## config.mk

```make
export PLATFORM = sky130hd
export DESIGN_NAME = csf_status_flags
export DESIGN_NICKNAME = d
export VERILOG_FILES = /design/src/csf_pkg.sv /design/src/csf_status_flags.sv
export SDC_FILE = /design/constraint.sdc
export NUM_CORES = 1
export LEC_CHECK = 0
export BUFFER_PORTS_ARGS = -buffer_cell sky130_fd_sc_hd__buf_2
export CELL_PAD_IN_SITES_DETAIL_PLACEMENT = 0
export CELL_PAD_IN_SITES_GLOBAL_PLACEMENT = 1
export CORE_MARGIN = 2
export CORE_UTILIZATION = 30
export CTS_CLUSTER_SIZE = 8
export DETAILED_ROUTE_END_ITERATION = 10
export GPL_TIMING_DRIVEN = 0
export PLACE_DENSITY_LB_ADDON = 0.1
export SLEW_MARGIN = 30
export SYNTH_ARGS = -nofsm -noshare
export SYNTH_HDL_FRONTEND = slang
export SYNTH_SLANG_ARGS = --single-unit
```

## constraint.sdc

```tcl
create_clock -name core_clk_i -period 26.1 [get_ports core_clk_i]
set_input_delay 2.61 -clock core_clk_i [delete_from_list [all_inputs] [get_ports core_clk_i]]
set_output_delay 2.61 -clock core_clk_i [all_outputs]
set_load 0.01 [all_outputs]
```

## src/csf_pkg.sv

```systemverilog
// Package for the core status flags and general register block
package csf_pkg;

   // ----------------------------------------------------------------
   // Register offsets
   // ----------------------------------------------------------------
   localparam logic [7:0] STACK_TOP_PTR_OFS  = 8'h81;
   localparam logic [7:0] DATA_PTR_LOW_OFS   = 8'h82;
   localparam logic [7:0] DATA_PTR_HIGH_OFS  = 8'h83;
   localparam logic [7:0] POWER_CTL_OFS      = 8'h87;
   localparam logic [7:0] IDENT_KEY_OFS      = 8'ha1;
   localparam logic [7:0] PROG_STATUS_OFS    = 8'hd0;
   localparam logic [7:0] SYSTEM_CONFIG_OFS  = 8'hd1;
   localparam logic [7:0] MAIN_WORK_OFS      = 8'he0;
   localparam logic [7:0] AUX_ARITH_OFS      = 8'hf0;
   localparam logic [7:0] OP_CONTROL_OFS     = 8'hc8;

   // ----------------------------------------------------------------
   // Reset values
   // ----------------------------------------------------------------
   localparam logic [7:0] STACK_TOP_RST      = 8'h07;
   localparam logic [7:0] DATA_PTR_RST       = 8'h00;
   localparam logic [7:0] POWER_CTL_RST      = 8'h10;
   localparam logic [7:0] UNLOCK_KEY_RST     = 8'h00;
   localparam logic [7:0] PROG_STATUS_RST    = 8'h00;
   localparam logic [7:0] SYS_CFG_BOOT_RST   = 8'he0;
   localparam logic [7:0] SYS_CFG_APP_RST    = 8'hc0;
   localparam logic [7:0] WORK_REG_RST       = 8'h00;
   // Arbitrary identification value
   localparam logic [7:0] PART_IDENT_VAL     = 8'h3c;
   localparam logic [7:0] BYTE_MAX           = 8'hff;

   // ----------------------------------------------------------------
   // Status word field positions
   // ----------------------------------------------------------------
   localparam int CARRY_BIT    = 7;
   localparam int HALF_BIT     = 6;
   localparam int USER0_BIT    = 5;
   localparam int BANK_HI_BIT  = 4;
   localparam int BANK_LO_BIT  = 3;
   localparam int EXCESS_BIT   = 2;
   localparam int USER1_BIT    = 1;
   localparam int PARITY_BIT   = 0;

   // Operation control register fields (op code in 3:0, start at 7)
   localparam int OP_START_BIT = 7;
   localparam int BANK_WIDTH   = 5;

   // ----------------------------------------------------------------
   // Arithmetic operations
   // ----------------------------------------------------------------
   typedef enum logic [3:0] {
      CSF_OP_NONE = 4'h0,
      CSF_OP_ADD  = 4'h1,
      CSF_OP_ADDC = 4'h2,
      CSF_OP_SUBB = 4'h3,
      CSF_OP_MUL  = 4'h4,
      CSF_OP_DIV  = 4'h5,
      CSF_OP_SETC = 4'h6,
      CSF_OP_CLRC = 4'h7,
      CSF_OP_CPLC = 4'h8
   } csf_op_t;

   // Register bus request
   typedef struct packed {
      logic [7:0] addr;
      logic [7:0] wdata;
      logic       wr;
      logic       rd;
   } csf_bus_req_t;

   // Status flags as seen by the core
   typedef struct packed {
      logic [BANK_WIDTH-1:0] bank_base;
      logic [15:0]           data_ptr_word;
      logic                  parity;
   } csf_view_t;

endpackage

```

## src/csf_status_flags.sv

```systemverilog
// Core status word, arithmetic registers and special register bank
//
// Chosen here: the plain strobed port.
`timescale 1ns/1ps

// Notes on behaviour
// - Carry set on add carry-out or subtract borrow, else cleared by arithmetic.
// - Half carry set on carry into or borrow from upper nibble.
// - Excess flag set when add, add-with-carry or subtract changes sign wrongly.
// - Excess flag set when multiply product exceeds 255.
// - Excess flag set when divide has zero divisor.
// - Those five operations clear excess flag when no overflow case occurs.
// - Status word: carry 7, half 6, user 5, bank hi 4, bank lo 3, excess 2.
// - Bit 5 is a free user flag with no hardware effect.
// - Bank select bits pick working register group base 00h, 08h, 10h, 18h.
// - Bit 0 is read-only odd parity of the main work register.
// - Bit 1 is a second free user flag.
// - Aux register is second operand and result holder for multiply and divide.
// - Main work register supports single-bit read and write plus byte access.
// - System config resets to e0h in boot state and c0h in application state.
// - Reads at shared address return the part code; writes never alter it.
// - Writes at shared address go to write-only unlock key, reset zero.
// - Data pointer forms one 16-bit word from low and high bytes, reset zero.
// - Power control register resets to 10h.
module csf_status_flags
(
   // Clock and reset
   input  wire logic                core_clk_i,
   input  wire logic                rstn_i,
   // Boot strap level, taken after reset release
   input  wire logic                boot_state_i,
   // Register port
   input  wire csf_pkg::csf_bus_req_t bus_i,
   output logic [7:0]               rdata_o,
   // Single bit access to main work register
   input  wire logic                bit_wr_i,
   input  wire logic [2:0]          bit_sel_i,
   input  wire logic                bit_val_i,
   output logic                     bit_rd_o,
   // Core view of status
   output csf_pkg::csf_view_t       view_o,
   output logic [7:0]               unlock_key_o
);
   import csf_pkg::*;

   // ----------------------------------------------------------------
   // Helpers
   // ----------------------------------------------------------------
   // Odd parity of a byte
   function automatic logic odd_par(input logic [7:0] v);
      odd_par = ^v;
   endfunction

   // Register write hit
   function automatic logic wr_hit(input csf_bus_req_t req, input logic [7:0] ofs);
      wr_hit = req.wr && (req.addr == ofs);
   endfunction

   // ----------------------------------------------------------------
   // State
   // ----------------------------------------------------------------
   logic [7:0] work_q;
   logic [7:0] aux_q;
   logic [7:0] status_q;
   logic [7:0] stack_q;
   logic [7:0] data_ptr_word_lo_q;
   logic [7:0] data_ptr_word_hi_q;
   logic [7:0] power_q;
   logic [7:0] key_q;
   logic [7:0] cfg_q;
   logic       strap_done_q;
   logic [7:0] rdata_q;
   logic       bit_rd_q;
   csf_view_t  view_q;

   // Operation decode
   csf_op_t    op;
   logic       op_go;
   logic [8:0] sum9;
   logic [4:0] sum5;
   logic       ovf_add;
   logic [15:0] prod;
   logic [7:0] res_a;
   logic [7:0] res_aux;
   logic       nxt_carry;
   logic       nxt_half;
   logic       nxt_excess;
   logic       arith;
   logic       upd_carry;

   assign op    = csf_op_t'(bus_i.wdata[3:0]);
   assign op_go = wr_hit(bus_i, OP_CONTROL_OFS) && bus_i.wdata[OP_START_BIT];

   // ----------------------------------------------------------------
   // Arithmetic flag evaluation
   // ----------------------------------------------------------------
   // Result and flags for the requested operation
   always_comb
   begin
      sum9    = 9'h000;
      sum5    = 5'h00;
      ovf_add = 1'b0;
      prod    = 16'h0000;
      res_a      = work_q;
      res_aux    = aux_q;
      nxt_carry  = status_q[CARRY_BIT];
      nxt_half   = status_q[HALF_BIT];
      nxt_excess = status_q[EXCESS_BIT];
      arith      = 1'b0;
      upd_carry  = 1'b0;
      case (op)
         CSF_OP_ADD, CSF_OP_ADDC:
         begin
            arith      = 1'b1;
            sum9       = {1'b0, work_q} + {1'b0, aux_q}
                         + {8'h00, (op == CSF_OP_ADDC) & status_q[CARRY_BIT]};
            sum5       = {1'b0, work_q[3:0]} + {1'b0, aux_q[3:0]}
                         + {4'h0, (op == CSF_OP_ADDC) & status_q[CARRY_BIT]};
            res_a      = sum9[7:0];
            nxt_carry  = sum9[8];
            nxt_half   = sum5[4];
            ovf_add    = (work_q[7] == aux_q[7]) && (sum9[7] != work_q[7]);
            nxt_excess = ovf_add;
         end
         CSF_OP_SUBB:
         begin
            arith      = 1'b1;
            sum9       = {1'b0, work_q} - {1'b0, aux_q} - {8'h00, status_q[CARRY_BIT]};
            sum5       = {1'b0, work_q[3:0]} - {1'b0, aux_q[3:0]}
                         - {4'h0, status_q[CARRY_BIT]};
            res_a      = sum9[7:0];
            nxt_carry  = sum9[8];
            nxt_half   = sum5[4];
            ovf_add    = (work_q[7] != aux_q[7]) && (sum9[7] != work_q[7]);
            nxt_excess = ovf_add;
         end
         CSF_OP_MUL:
         begin
            arith      = 1'b1;
            prod       = {8'h00, work_q} * {8'h00, aux_q};
            res_a      = prod[7:0];
            res_aux    = prod[15:8];
            nxt_carry  = 1'b0;
            nxt_half   = 1'b0;
            nxt_excess = (prod[15:8] != 8'h00);
         end
         CSF_OP_DIV:
         begin
            arith     = 1'b1;
            nxt_carry = 1'b0;
            nxt_half  = 1'b0;
            if (aux_q == 8'h00)
            begin
               nxt_excess = 1'b1;
               res_a      = BYTE_MAX;
               res_aux    = BYTE_MAX;
            end
            else
            begin
               nxt_excess = 1'b0;
               res_a      = work_q / aux_q;
               res_aux    = work_q % aux_q;
            end
         end
         CSF_OP_SETC:
         begin
            upd_carry = 1'b1;
            nxt_carry = 1'b1;
         end
         CSF_OP_CLRC:
         begin
            upd_carry = 1'b1;
            nxt_carry = 1'b0;
         end
         CSF_OP_CPLC:
         begin
            upd_carry = 1'b1;
            nxt_carry = ~status_q[CARRY_BIT];
         end
         default:
         begin
            arith = 1'b0;
         end
      endcase
   end

   // ----------------------------------------------------------------
   // Main work register
   // ----------------------------------------------------------------
   // Byte write, bit write and operation result
   always_ff @(posedge core_clk_i or negedge rstn_i)
   begin
      if (!rstn_i)
         work_q <= WORK_REG_RST;
      else if (op_go && arith)
         work_q <= res_a;
      else if (wr_hit(bus_i, MAIN_WORK_OFS))
         work_q <= bus_i.wdata;
      else if (bit_wr_i)
         work_q[bit_sel_i] <= bit_val_i;
   end

   // Aux register, second operand and high result
   always_ff @(posedge core_clk_i or negedge rstn_i)
   begin
      if (!rstn_i)
         aux_q <= WORK_REG_RST;
      else if (op_go && (op == CSF_OP_MUL || op == CSF_OP_DIV))
         aux_q <= res_aux;
      else if (wr_hit(bus_i, AUX_ARITH_OFS))
         aux_q <= bus_i.wdata;
   end

   // ----------------------------------------------------------------
   // Status word
   // ----------------------------------------------------------------
   // Software write, then hardware flag update wins
   always_ff @(posedge core_clk_i or negedge rstn_i)
   begin
      if (!rstn_i)
         status_q <= PROG_STATUS_RST;
      else
      begin
         if (wr_hit(bus_i, PROG_STATUS_OFS))
            status_q <= {bus_i.wdata[7:1], 1'b0};
         if (op_go && arith)
         begin
            status_q[CARRY_BIT]  <= nxt_carry;
            status_q[HALF_BIT]   <= nxt_half;
            status_q[EXCESS_BIT] <= nxt_excess;
         end
         else if (op_go && upd_carry)
            status_q[CARRY_BIT]  <= nxt_carry;
      end
   end

   // ----------------------------------------------------------------
   // Pointer, power and key registers
   // ----------------------------------------------------------------
   // Stack pointer
   always_ff @(posedge core_clk_i or negedge rstn_i)
   begin
      if (!rstn_i)
         stack_q <= STACK_TOP_RST;
      else if (wr_hit(bus_i, STACK_TOP_PTR_OFS))
         stack_q <= bus_i.wdata;
   end

   // Data pointer halves
   always_ff @(posedge core_clk_i or negedge rstn_i)
   begin
      if (!rstn_i)
      begin
         data_ptr_word_lo_q <= DATA_PTR_RST;
         data_ptr_word_hi_q <= DATA_PTR_RST;
      end
      else
      begin
         if (wr_hit(bus_i, DATA_PTR_LOW_OFS))
            data_ptr_word_lo_q <= bus_i.wdata;
         if (wr_hit(bus_i, DATA_PTR_HIGH_OFS))
            data_ptr_word_hi_q <= bus_i.wdata;
      end
   end

   // Power control
   always_ff @(posedge core_clk_i or negedge rstn_i)
   begin
      if (!rstn_i)
         power_q <= POWER_CTL_RST;
      else if (wr_hit(bus_i, POWER_CTL_OFS))
         power_q <= bus_i.wdata;
   end

   // Unlock key, write-only at the shared address
   always_ff @(posedge core_clk_i or negedge rstn_i)
   begin
      if (!rstn_i)
         key_q <= UNLOCK_KEY_RST;
      else if (wr_hit(bus_i, IDENT_KEY_OFS))
         key_q <= bus_i.wdata;
   end

   // System config, reset value chosen by strap after release
   always_ff @(posedge core_clk_i or negedge rstn_i)
   begin
      if (!rstn_i)
      begin
         cfg_q        <= SYS_CFG_BOOT_RST;
         strap_done_q <= 1'b0;
      end
      else if (!strap_done_q)
      begin
         strap_done_q <= 1'b1;
         cfg_q <= boot_state_i ? SYS_CFG_BOOT_RST : SYS_CFG_APP_RST;
      end
      else if (wr_hit(bus_i, SYSTEM_CONFIG_OFS))
         cfg_q <= {cfg_q[7:5], bus_i.wdata[4:0]};
   end

   // ----------------------------------------------------------------
   // Read path
   // ----------------------------------------------------------------
   // Read data one cycle after the strobe, zero otherwise
   always_ff @(posedge core_clk_i or negedge rstn_i)
   begin
      if (!rstn_i)
         rdata_q <= 8'h00;
      else if (bus_i.rd)
      begin
         case (bus_i.addr)
            STACK_TOP_PTR_OFS: rdata_q <= stack_q;
            DATA_PTR_LOW_OFS:  rdata_q <= data_ptr_word_lo_q;
            DATA_PTR_HIGH_OFS: rdata_q <= data_ptr_word_hi_q;
            POWER_CTL_OFS:     rdata_q <= power_q;
            IDENT_KEY_OFS:     rdata_q <= PART_IDENT_VAL;
            PROG_STATUS_OFS:   rdata_q <= {status_q[7:1], odd_par(work_q)};
            SYSTEM_CONFIG_OFS: rdata_q <= cfg_q;
            MAIN_WORK_OFS:     rdata_q <= work_q;
            AUX_ARITH_OFS:     rdata_q <= aux_q;
            default:           rdata_q <= 8'h00;
         endcase
      end
      else
         rdata_q <= 8'h00;
   end

   // Bit read and core view
   always_ff @(posedge core_clk_i or negedge rstn_i)
   begin
      if (!rstn_i)
      begin
         bit_rd_q <= 1'b0;
         view_q   <= '0;
      end
      else
      begin
         bit_rd_q                <= work_q[bit_sel_i];
         view_q.bank_base        <= {status_q[BANK_HI_BIT],
                                     status_q[BANK_LO_BIT], 3'b000};
         view_q.data_ptr_word    <= {data_ptr_word_hi_q, data_ptr_word_lo_q};
         view_q.parity           <= odd_par(work_q);
      end
   end

   assign rdata_o      = rdata_q;
   assign bit_rd_o     = bit_rd_q;
   assign view_o       = view_q;
   assign unlock_key_o = key_q;

   // ----------------------------------------------------------------
   // Checks
   // ----------------------------------------------------------------
   add_carry_a: assert property (@(posedge core_clk_i) disable iff (!rstn_i)
      op_go && op == CSF_OP_ADD |=> status_q[CARRY_BIT] ==
         ((({1'b0, $past(work_q)} + {1'b0, $past(aux_q)}) >> 8) != 9'h000))
      else $error("carry wrong after add");
   half_carry_a: assert property (@(posedge core_clk_i) disable iff (!rstn_i)
      op_go && op == CSF_OP_ADD |=> status_q[HALF_BIT] ==
         (({1'b0, $past(work_q[3:0])} + {1'b0, $past(aux_q[3:0])}) > 5'h0f))
      else $error("half carry wrong after add");
   mul_over_a: assert property (@(posedge core_clk_i) disable iff (!rstn_i)
      op_go && op == CSF_OP_MUL |=> status_q[EXCESS_BIT] ==
         (({8'h00, $past(work_q)} * {8'h00, $past(aux_q)}) > 16'h00ff))
      else $error("excess flag wrong after multiply");
   div_zero_a: assert property (@(posedge core_clk_i) disable iff (!rstn_i)
      op_go && op == CSF_OP_DIV && aux_q == 8'h00 |=> status_q[EXCESS_BIT]
         && !status_q[CARRY_BIT])
      else $error("divide by zero not flagged");
   flag_hold_a: assert property (@(posedge core_clk_i) disable iff (!rstn_i)
      !op_go && !wr_hit(bus_i, PROG_STATUS_OFS) |=> $stable(status_q))
      else $error("status flags changed without cause");
   parity_out_a: assert property (@(posedge core_clk_i) disable iff (!rstn_i)
      bus_i.rd && bus_i.addr == PROG_STATUS_OFS |=> rdata_o[0] == ^$past(work_q))
      else $error("parity bit wrong on read");
   ident_read_a: assert property (@(posedge core_clk_i) disable iff (!rstn_i)
      bus_i.rd && bus_i.addr == IDENT_KEY_OFS |=> rdata_o == PART_IDENT_VAL)
      else $error("part code wrong on read");
   key_write_a: assert property (@(posedge core_clk_i) disable iff (!rstn_i)
      wr_hit(bus_i, IDENT_KEY_OFS) |=> unlock_key_o == $past(bus_i.wdata))
      else $error("unlock key not written");
   data_ptr_word_word_a: assert property (@(posedge core_clk_i) disable iff (!rstn_i)
      ##1 view_o.data_ptr_word == {$past(data_ptr_word_hi_q), $past(data_ptr_word_lo_q)})
      else $error("data pointer word mismatch");

endmodule

```

==> results.py, run 1 <==
metrics = {
    "clock_network": {
        "numCtsBuffers": 9,
        "ctsLongestPathBuffers": 2,
        "postCtsSetupRepairBufs": 0,
        "clkSinkCount": 99,
        "clkLatencyLatePin_ns": 0.36,
        "ctsResizeCount": 0,
        "h_tree_depth": 3,
        "worst_setup_hold_path_clk_slew_ns": 0.08,
        "tritoncts": "yes",
        "post_cts_hold_buffer_count": 0,
        "clock_tree.root_cell": "clkbuf_16",
    },
    "cells_and_area": {
        "final_cell_mix": "nand2_1, ha_1, inv_1",
        "design.final.nets": 1310,
        "area_of_the_multi_input_gates_um2": 6570,
        "drive_gt1_frac": 0.143,
        "layout.cells.most_common": "nand2_1",
        "final_core_util": 0.340,
        "total_of_fill_cells_in_the_finished_design": 3341,
        "area_growth_pct": 12.2,
        "sequential_cell_area_um2": 2480,
    },
    "min_path": {
        "timing.hold.worst.start": "data_ptr_word_lo_q[6]$_DFFE_PN0P_",
        "hold_path_depth": 0,
        "hold_path_class": "reg2reg",
        "hold-path-endpoint": "view_o[7]$_DFF_PN0_",
    },
    "sta": {
        "totalNegativeSetupSlack_ns": 0,
        "slew_headroom": 0.288,
        "clock.fmax_mhz": 69.6,
        "worst-slew-pin-transition_ns": 1.06,
        "period_share": 0.551,
        "timing.final.hold_violations": 0,
        "worst_clock_skew_ns": 0.0101,
        "hold_ws_ns": 0.403,
        "fin_crit_ns": 14.37,
        "setup_viol": 0,
        "timing.final.max_slew_violations": 0,
        "unrepaired_setup_endpoints_after_global_routing": "no",
    },
    "synth": {
        "postSynth.asyncResetShare": 1.00,
        "seq_area_frac_synth": 0.260,
        "postSynthRegisterBits": 99,
        "post_syn_area_per_cell_um2": 8.90,
        "synth.lib_cells_used.distinct": 79,
        "synth.cell_area_um2": 9540,
        "synthCells": 1072,
        "synth-warning-count": 0,
        "synth_ff_type": "dfrtp_1",
        "number_of_flops_mapped_to_enable_cells_by_yosys": 0,
    },
    "floorplan": {
        "chipHeight_um": 182,
        "effective_utilization_at_floorplan": 0.303,
        "fp.coreArea_um2": 31500,
        "die_width_um": 182,
        "die_area_um2": 33300,
        "top_level_ports": 65,
        "row_count": 65,
    },
    "critical_path": {
        "setup_crit_end_kind": "register",
        "reg2regPathDepth": 50,
        "setup_slack_reg_to_reg_ns": 11.73,
        "startpoint_type": "register",
        "critical_path.reg2reg.endpoint": "aux_q[1]$_DFFE_PN0P_",
        "cp.arrival_ns": 14.65,
        "worst_path_most_repeated_cell": "ha_1",
        "crit_fanout": 12,
        "cp_data_required_time_ns": 26.38,
        "worst_path_largest_cell_delay_ns": 0.66,
        "r2r_start": "aux_q[0]$_DFFE_PN0P_",
        "path_class": "reg2reg",
        "critPathTopFamily": "compound AO/OA/AOI/OAI gates",
        "cpMaxStageDelayCell": "a41oi_2",
        "critical_path.n_buffers_inverters": 6,
    },
    "grt": {
        "via_count_of_the_first_global_routing_pass": 8364,
        "grt_first_pass_wirelength_mm": 52.3,
        "grt_start_max_net_pins": 55,
        "grt_antenna_before_repair": 1,
        "grtUsageTotal": 0.210,
        "gr-total-overflow": 0,
    },
    "place": {
        "gp_congestion": 0.853,
        "hpwlAfterDp_mm": 26.2,
        "io_buffers": 54,
    },
    "job": {
        "max-cap-violations": 0,
    },
    "drt": {
        "postRouteWirelength_mm": 34.0,
        "drt_first_iter_violations": 467,
        "route.detailed.wl_per_inst_um": 21.9,
        "detailroute.via_count": 8270,
        "drc": 0,
        "postRouteAntennaNets": 0,
        "routed_via_density": 5.34,
        "drt-pass1-iter-count": 5,
    },
    "run_status": {
        "run_status": "finished clean",
    },
}
==> worst reg2reg max path: cells and delay by family, from the launching register on <==
family,cells,cell delay (ns)
AO/OA/AOI/OAI,22,5.86
XOR/XNOR,1,0.17
adder cells (fa/ha/maj),8,2.76
buffers and inverters,6,2.17
flip-flops,1,0.63
multiplexers,2,0.77
AND/OR/NAND/NOR,11,1.91
==> registers in the layout (all words and copies together) (netlist names) <==
name,flops
strap_done_q,1
view_o,19
stack_q,8
rdata_o,8
cfg_q,7
work_q,8
data_ptr_word_lo_q,8
bit_rd_o,1
data_ptr_word_hi_q,8
power_q,8
status_q,7
aux_q,8
unlock_key_o,8
==> logic make-up after synthesis <==
group,synth area share
xor+xnor,0.0431
compound gates,0.201
simple gates,0.151
other cells,0.000787
flops,0.260
mux,0.0675
buf+inv,0.0559
fa+ha+maj,0.220
==> how the worst max path moves through the flow <==
stage / from / to / slack [ns] / cells after the start
3_5_place_dp: aux_q[0]$_DFFE_PN0P_ / aux_q[1]$_DFFE_PN0P_ / 11.90 / 50
4_1_cts: aux_q[0]$_DFFE_PN0P_ / aux_q[1]$_DFFE_PN0P_ / 11.82 / 50
6_report: aux_q[0]$_DFFE_PN0P_ / aux_q[1]$_DFFE_PN0P_ / 11.73 / 50
3_3_place_gp: aux_q[0]$_DFFE_PN0P_ / aux_q[1]$_DFFE_PN0P_ / 11.50 / 50
5_1_grt: aux_q[0]$_DFFE_PN0P_ / aux_q[1]$_DFFE_PN0P_ / 10.60 / 50
2_1_floorplan: aux_q[0]$_DFFE_PN0P_ / aux_q[1]$_DFFE_PN0P_ / 14.76 / 50
==> per-stage QoR <==
stage	worst slack (ns)	instances	area, µm²
final	11.73	1549	10700
after global routing	10.60	1548	10700
after CTS	11.82	1548	10700
after detailed placement	11.90	1532	10400
after global placement	11.50	1530	10300
after floorplan	14.76	1074	9550
==> layer usage <==
| layer | GRT usage | part of all wire |
|---|---|---|
| met1 | 0.317 | 0.51 |
| met2 | 0.324 | 0.44 |
| met3 | 0.0206 | 0.036 |
| met4 | 0.0416 | 0.016 |
| met5 | 0 | 0 |
==> layout make-up <==
type                       count  share of cell area
inverter                      96              0.0336
antenna                        1            0.000234
multi-input combinational    837               0.613
clock buffer                   9              0.0210
clock inverter                 7             0.00794
tap                          402              0.0470
timing repair buffer          56              0.0289
sequential                    99               0.232
buffer                        42              0.0161
==> Yosys cell counts (all sizes together), types with 21 or more instances <==
cell type / count / area [µm²]
nand2: 107 / 404
inv: 94 / 353
o211ai: 21 / 158
nor2: 86 / 325
nor3: 29 / 161
o21ai: 56 / 280
ha: 102 / 1280
clkbuf: 35 / 131
a21oi: 62 / 318
xnor2: 30 / 263
fa: 41 / 821
dfrtp: 93 / 2330
mux2: 51 / 574
Power of run 1 is left out: the tool's default activity adds up to more than one toggle a clock period on the data nets, which glitch-free logic cannot reach.
==> inputs of run 2 (changes only) <==
==> constraint.sdc (replaced) <==
create_clock -name core_clk_i -period 12.65 [get_ports core_clk_i]
set_input_delay 1.265 -clock core_clk_i [delete_from_list [all_inputs] [get_ports core_clk_i]]
set_output_delay 1.265 -clock core_clk_i [all_outputs]
set_load 0.01 [all_outputs]
==> run 2 against run 1 <==
Core utilization rose by 1.1 points. Fmax rose by 21%. Final cell count rose by 1.4%. Global-route usage rose by 0.18 points. Sequential share of layout area fell by 0.65 points. Setup slack got worse by 11 ns.
==> results.py, run 2 (same netlist as run 1, synthesis figures left out) <==
metrics = {
    "critical_path": {
        "startpoint_type": "register",
        "setup_crit_end_kind": "register",
        "worst_path_most_repeated_cell": "ha_1",
        "path_class": "reg2reg",
        "worst_path_largest_cell_delay_ns": 0.61,
        "crit_fanout": 10,
        "cpMaxStageDelayCell": "or4_4",
        "cp.arrival_ns": 12.06,
        "cp_data_required_time_ns": 12.87,
    },
    "grt": {
        "grtUsageTotal": 0.211,
        "gr-total-overflow": 0,
        "grt_first_pass_wirelength_mm": 52.6,
        "via_count_of_the_first_global_routing_pass": 8416,
        "grt_antenna_before_repair": 1,
        "grt_start_max_net_pins": 55,
    },
    "sta": {
        "timing.final.hold_violations": 0,
        "slew_headroom": 0.292,
        "setup_viol": 0,
        "unrepaired_setup_endpoints_after_global_routing": "no",
        "clock.fmax_mhz": 84.5,
        "timing.final.max_slew_violations": 0,
        "period_share": 0.936,
        "fin_crit_ns": 11.84,
        "worst_clock_skew_ns": 0.00847,
        "totalNegativeSetupSlack_ns": 0,
        "worst-slew-pin-transition_ns": 1.05,
    },
    "clock_network": {
        "post_cts_hold_buffer_count": 0,
        "clkLatencyLatePin_ns": 0.36,
        "clkSinkCount": 99,
        "tritoncts": "yes",
        "numCtsBuffers": 9,
        "h_tree_depth": 3,
        "clock_tree.root_cell": "clkbuf_16",
        "worst_setup_hold_path_clk_slew_ns": 0.08,
        "ctsLongestPathBuffers": 2,
    },
    "floorplan": {
        "die_area_um2": 33300,
        "effective_utilization_at_floorplan": 0.303,
        "fp.coreArea_um2": 31500,
        "row_count": 65,
        "die_width_um": 182,
        "top_level_ports": 65,
        "chipHeight_um": 182,
    },
    "place": {
        "io_buffers": 54,
        "hpwlAfterDp_mm": 26.2,
        "placedInstanceArea_um2": 10400,
        "gp_congestion": 0.853,
    },
    "cells_and_area": {
        "layout.cells.most_common": "nand2_1",
        "area_growth_pct": 15.7,
        "stdcell_area_um2": 11000,
        "largest_reg_flops": 19,
        "design.final.nets": 1332,
        "drive_gt1_frac": 0.183,
        "final_cell_mix": "nand2_1, ha_1, inv_1",
    },
    "drt": {
        "routed_via_density": 5.33,
        "route.detailed.wl_per_inst_um": 21.8,
        "drt_first_iter_violations": 518,
        "postRouteAntennaNets": 0,
        "detailroute.via_count": 8380,
        "drc": 0,
        "postRouteWirelength_mm": 34.3,
        "drt-pass1-iter-count": 6,
    },
    "run_status": {
        "run_status": "finished clean",
    },
    "job": {
        "max-cap-violations": 0,
    },
    "min_path": {
        "hold_path_class": "reg2reg",
    },
}
-- run 2: final cells by class --
class / count / area [µm²]
Fill cell: 3329 / 20400
Multi-Input combinational cell: 837 / 6700
Sequential cell: 99 / 2490
Tap cell: 402 / 503
Timing Repair Buffer: 79 / 482
Inverter: 96 / 375
Clock buffer: 9 / 225
Buffer: 41 / 183
Clock inverter: 7 / 85.1
Antenna cell: 1 / 2.50
-- run 2: timing repair --
item                       CTS  global route
pin swaps                    3             7
setup endpoints to repair    9             9
resized for setup           17            26
setup buffers               11            12
gates cloned                 0             0
-- run 2: worst paths after layout --
path / from / endpoint / slack (ns) / cells after the start
worst max-delay path: aux_q[7]$_DFFE_PN0P_ / aux_q[0]$_DFFE_PN0P_ / 0.81 / 50
worst min-delay path: data_ptr_word_lo_q[6]$_DFFE_PN0P_ / view_o[7]$_DFF_PN0_ / 0.40 / 0
worst max register to register: aux_q[7]$_DFFE_PN0P_ / aux_q[0]$_DFFE_PN0P_ / 0.81 / 50
worst min register to register: data_ptr_word_lo_q[6]$_DFFE_PN0P_ / view_o[7]$_DFF_PN0_ / 0.40 / 0
max in group asynchronous: rstn_i / stack_q[0]$_DFFE_PN1P_ / 11.12 / 2
min in group asynchronous: rstn_i / unlock_key_o[2]$_DFFE_PN0P_ / 0.84 / 1
-- run 2: stage by stage --
stage / setup WS (ns) / instances / hold slack (ns) / utilization
floorplan: 1.31 / 1074 / 0.365 / -
global placement: -1.95 / 1530 / 0.383 / 0.328
detailed placement: -1.55 / 1532 / 0.383 / 0.330
CTS: 0.0312 / 1558 / 0.404 / 0.345
global route: 0.00499 / 1570 / 0.420 / 0.351
finish: 0.811 / 1571 / 0.404 / 0.351
-- run 2: worst max-delay path, delay by kind of cell, from the launching register on --
kind                       cells  cell delay [ns]
buffers and inverters          5             0.73
and+or+nand+nor               14             2.97
muxes                          1             0.40
adders and majority gates      7             2.30
AOI/OAI and AO/OA             22             4.60
DFF                            1             0.49
xor gates and xnor gates       1             0.17
-- run 2: metal layers --
layer	share of wire	routed length, µm	vias to the layer above	global-route usage
met4	0.016	539	0	0.0416
met3	0.024	832	32	0.0206
met2	0.44	15100	151	0.325
li1	-	-	4005	-
met1	0.52	17900	4192	0.321
met5	0	0	-	0
Power of run 2 is left out for the same reason.
==> inputs of run 3 (changes only) <==
--- a/config.mk
+++ b/config.mk
@@ -5,13 +5,13 @@
 export SDC_FILE = /design/constraint.sdc
 export NUM_CORES = 1
 export LEC_CHECK = 0
-export BUFFER_PORTS_ARGS = -buffer_cell sky130_fd_sc_hd__buf_2
 export CELL_PAD_IN_SITES_DETAIL_PLACEMENT = 0
 export CELL_PAD_IN_SITES_GLOBAL_PLACEMENT = 1
 export CORE_MARGIN = 2
 export CORE_UTILIZATION = 30
 export CTS_CLUSTER_SIZE = 8
 export DETAILED_ROUTE_END_ITERATION = 10
+export DONT_BUFFER_PORTS = 1
 export GPL_TIMING_DRIVEN = 0
 export PLACE_DENSITY_LB_ADDON = 0.1
 export SLEW_MARGIN = 30
==> run 3 against run 2 <==
Fmax fell by 1.1%. Final cell count decreased by 3.4%. Cell area fell by 2.4%. Sequential share of layout area rose by 0.54 points. Hold slack better by 0.0017 ns. Global-route usage is 0.062 points lower. Routed wire length barely moved. Setup slack got worse by 0.14 ns. First-iteration DRC count is 19% higher. Core utilization fell by 0.83 points. Clock-buffer cell count did not move. Highest routed layer unchanged.
==> results.py, run 3 (same netlist as run 1, synthesis figures left out) <==
metrics = {
    "job": {
        "max-cap-violations": 0,
    },
    "critical_path": {
        "cp_data_required_time_ns": 12.89,
        "setup_crit_end_kind": "register",
        "startpoint_type": "register",
        "setup_slack_reg_to_reg_ns": 0.67,
        "cp.arrival_ns": 12.21,
        "crit_fanout": 10,
        "worst_path_largest_cell_delay_ns": 0.83,
        "path_class": "reg2reg",
        "cpMaxStageDelayCell": "dfrtp_1",
        "critPathTopFamily": "compound AO/OA/AOI/OAI gates",
        "critical_path.n_buffers_inverters": 5,
    },
    "grt": {
        "use_met1": 0.315,
        "grtUsageTotal": 0.211,
        "grt_first_pass_wirelength_mm": 52.1,
        "gr-total-overflow": 0,
        "via_count_of_the_first_global_routing_pass": 8190,
        "grt_antenna_before_repair": 0,
        "grt_util_met2": 0.328,
        "global_route.peak_usage_layer": "met2",
        "grt_start_max_net_pins": 100,
        "grtUsageMet3": 0.0325,
    },
    "floorplan": {
        "top_level_ports": 65,
        "effective_utilization_at_floorplan": 0.303,
        "die_width_um": 182,
        "die_area_um2": 33300,
        "row_count": 65,
        "chipHeight_um": 182,
        "fp.coreArea_um2": 31500,
    },
    "place": {
        "hpwlAfterDp_mm": 26.1,
        "gp_congestion": 0.860,
        "io_buffers": 0,
    },
    "sta": {
        "worst_clock_skew_ns": 0.00799,
        "period_share": 0.947,
        "clock.fmax_mhz": 83.5,
        "hold_ws_ns": 0.405,
        "worst-slew-pin-transition_ns": 0.996,
        "fin_crit_ns": 11.98,
        "slew_headroom": 0.331,
        "setup_viol": 0,
        "timing.final.max_slew_violations": 0,
        "timing.final.hold_violations": 0,
    },
    "cells_and_area": {
        "design.final.nets": 1279,
        "drive_gt1_frac": 0.143,
        "final_core_util": 0.343,
        "final_cell_mix": "nand2_1, ha_1, inv_1",
        "layout.cells.most_common": "nand2_1",
        "total_of_fill_cells_in_the_finished_design": 3355,
        "largest_reg_flops": 19,
        "sequential_cell_area_um2": 2490,
        "antennaDiodeCount": 0,
        "area_growth_pct": 13.0,
        "area_of_the_multi_input_gates_um2": 6710,
    },
    "clock_network": {
        "numCtsBuffers": 9,
        "clkLatencyLatePin_ns": 0.36,
        "clock_tree.root_cell": "clkbuf_16",
        "ctsLongestPathBuffers": 2,
        "post_cts_hold_buffer_count": 0,
        "worst_setup_hold_path_clk_slew_ns": 0.08,
        "tritoncts": "yes",
        "clkSinkCount": 99,
        "h_tree_depth": 3,
    },
    "run_status": {
        "run_status": "finished clean",
    },
    "drt": {
        "postRouteAntennaNets": 0,
        "routed_via_density": 5.36,
        "postRouteWirelength_mm": 34.3,
        "drt-pass1-iter-count": 4,
        "detailroute.via_count": 8125,
        "route.detailed.wl_per_inst_um": 22.6,
        "drt_first_iter_violations": 618,
        "drc": 0,
    },
    "min_path": {
        "hold_path_class": "reg2reg",
    },
}
## run 3: stage by stage
stage	setup TNS, ns	area [µm²]	setup slack [ns]	instances
after floorplan	0	9550	1.31	1074
after global placement	-16.26	10100	-2.01	1476
after detailed placement	-15.76	10100	-1.95	1477
after CTS	0	10500	0.0213	1502
after global routing	-0.0106	10800	-0.0106	1517
final	0	10800	0.674	1517
## run 3: worst paths after layout
path                                                   startpoint                     endpoint  depth (start not counted)
worst max-delay path                         aux_q[2]$_DFFE_PN0P_         aux_q[0]$_DFFE_PN0P_                         49
worst min-delay path            data_ptr_word_lo_q[6]$_DFFE_PN0P_          view_o[7]$_DFF_PN0_                          0
worst max register to register               aux_q[2]$_DFFE_PN0P_         aux_q[0]$_DFFE_PN0P_                         49
worst min register to register  data_ptr_word_lo_q[6]$_DFFE_PN0P_          view_o[7]$_DFF_PN0_                          0
max in group asynchronous                                  rstn_i       stack_q[1]$_DFFE_PN1P_                          0
min in group asynchronous                                  rstn_i  unlock_key_o[4]$_DFFE_PN0P_                          0
## run 3: what timing repair did
item	CTS	global route
buffers inserted	10	15
setup endpoints to repair	9	9
cloned	0	0
gates resized for setup	18	25
pin swaps	3	10
## run 3: area by class of cell
cell class                      count  area share
Clock buffer                        9      0.0209
Timing Repair Buffer               26      0.0202
Tap cell                          402      0.0467
Sequential cell                    99       0.231
Clock inverter                      7     0.00743
Buffer                             41      0.0168
Multi-Input combinational cell    837       0.622
Inverter                           96      0.0348
## run 3: layer usage
| metal | part of all wire | wire [µm] |
|---|---|---|
| met2 | 0.44 | 15200 |
| met4 | 0.0087 | 297 |
| met1 | 0.51 | 17500 |
| met5 | 0 | 0 |
| met3 | 0.036 | 1220 |
Power of run 3 is left out for the same reason.
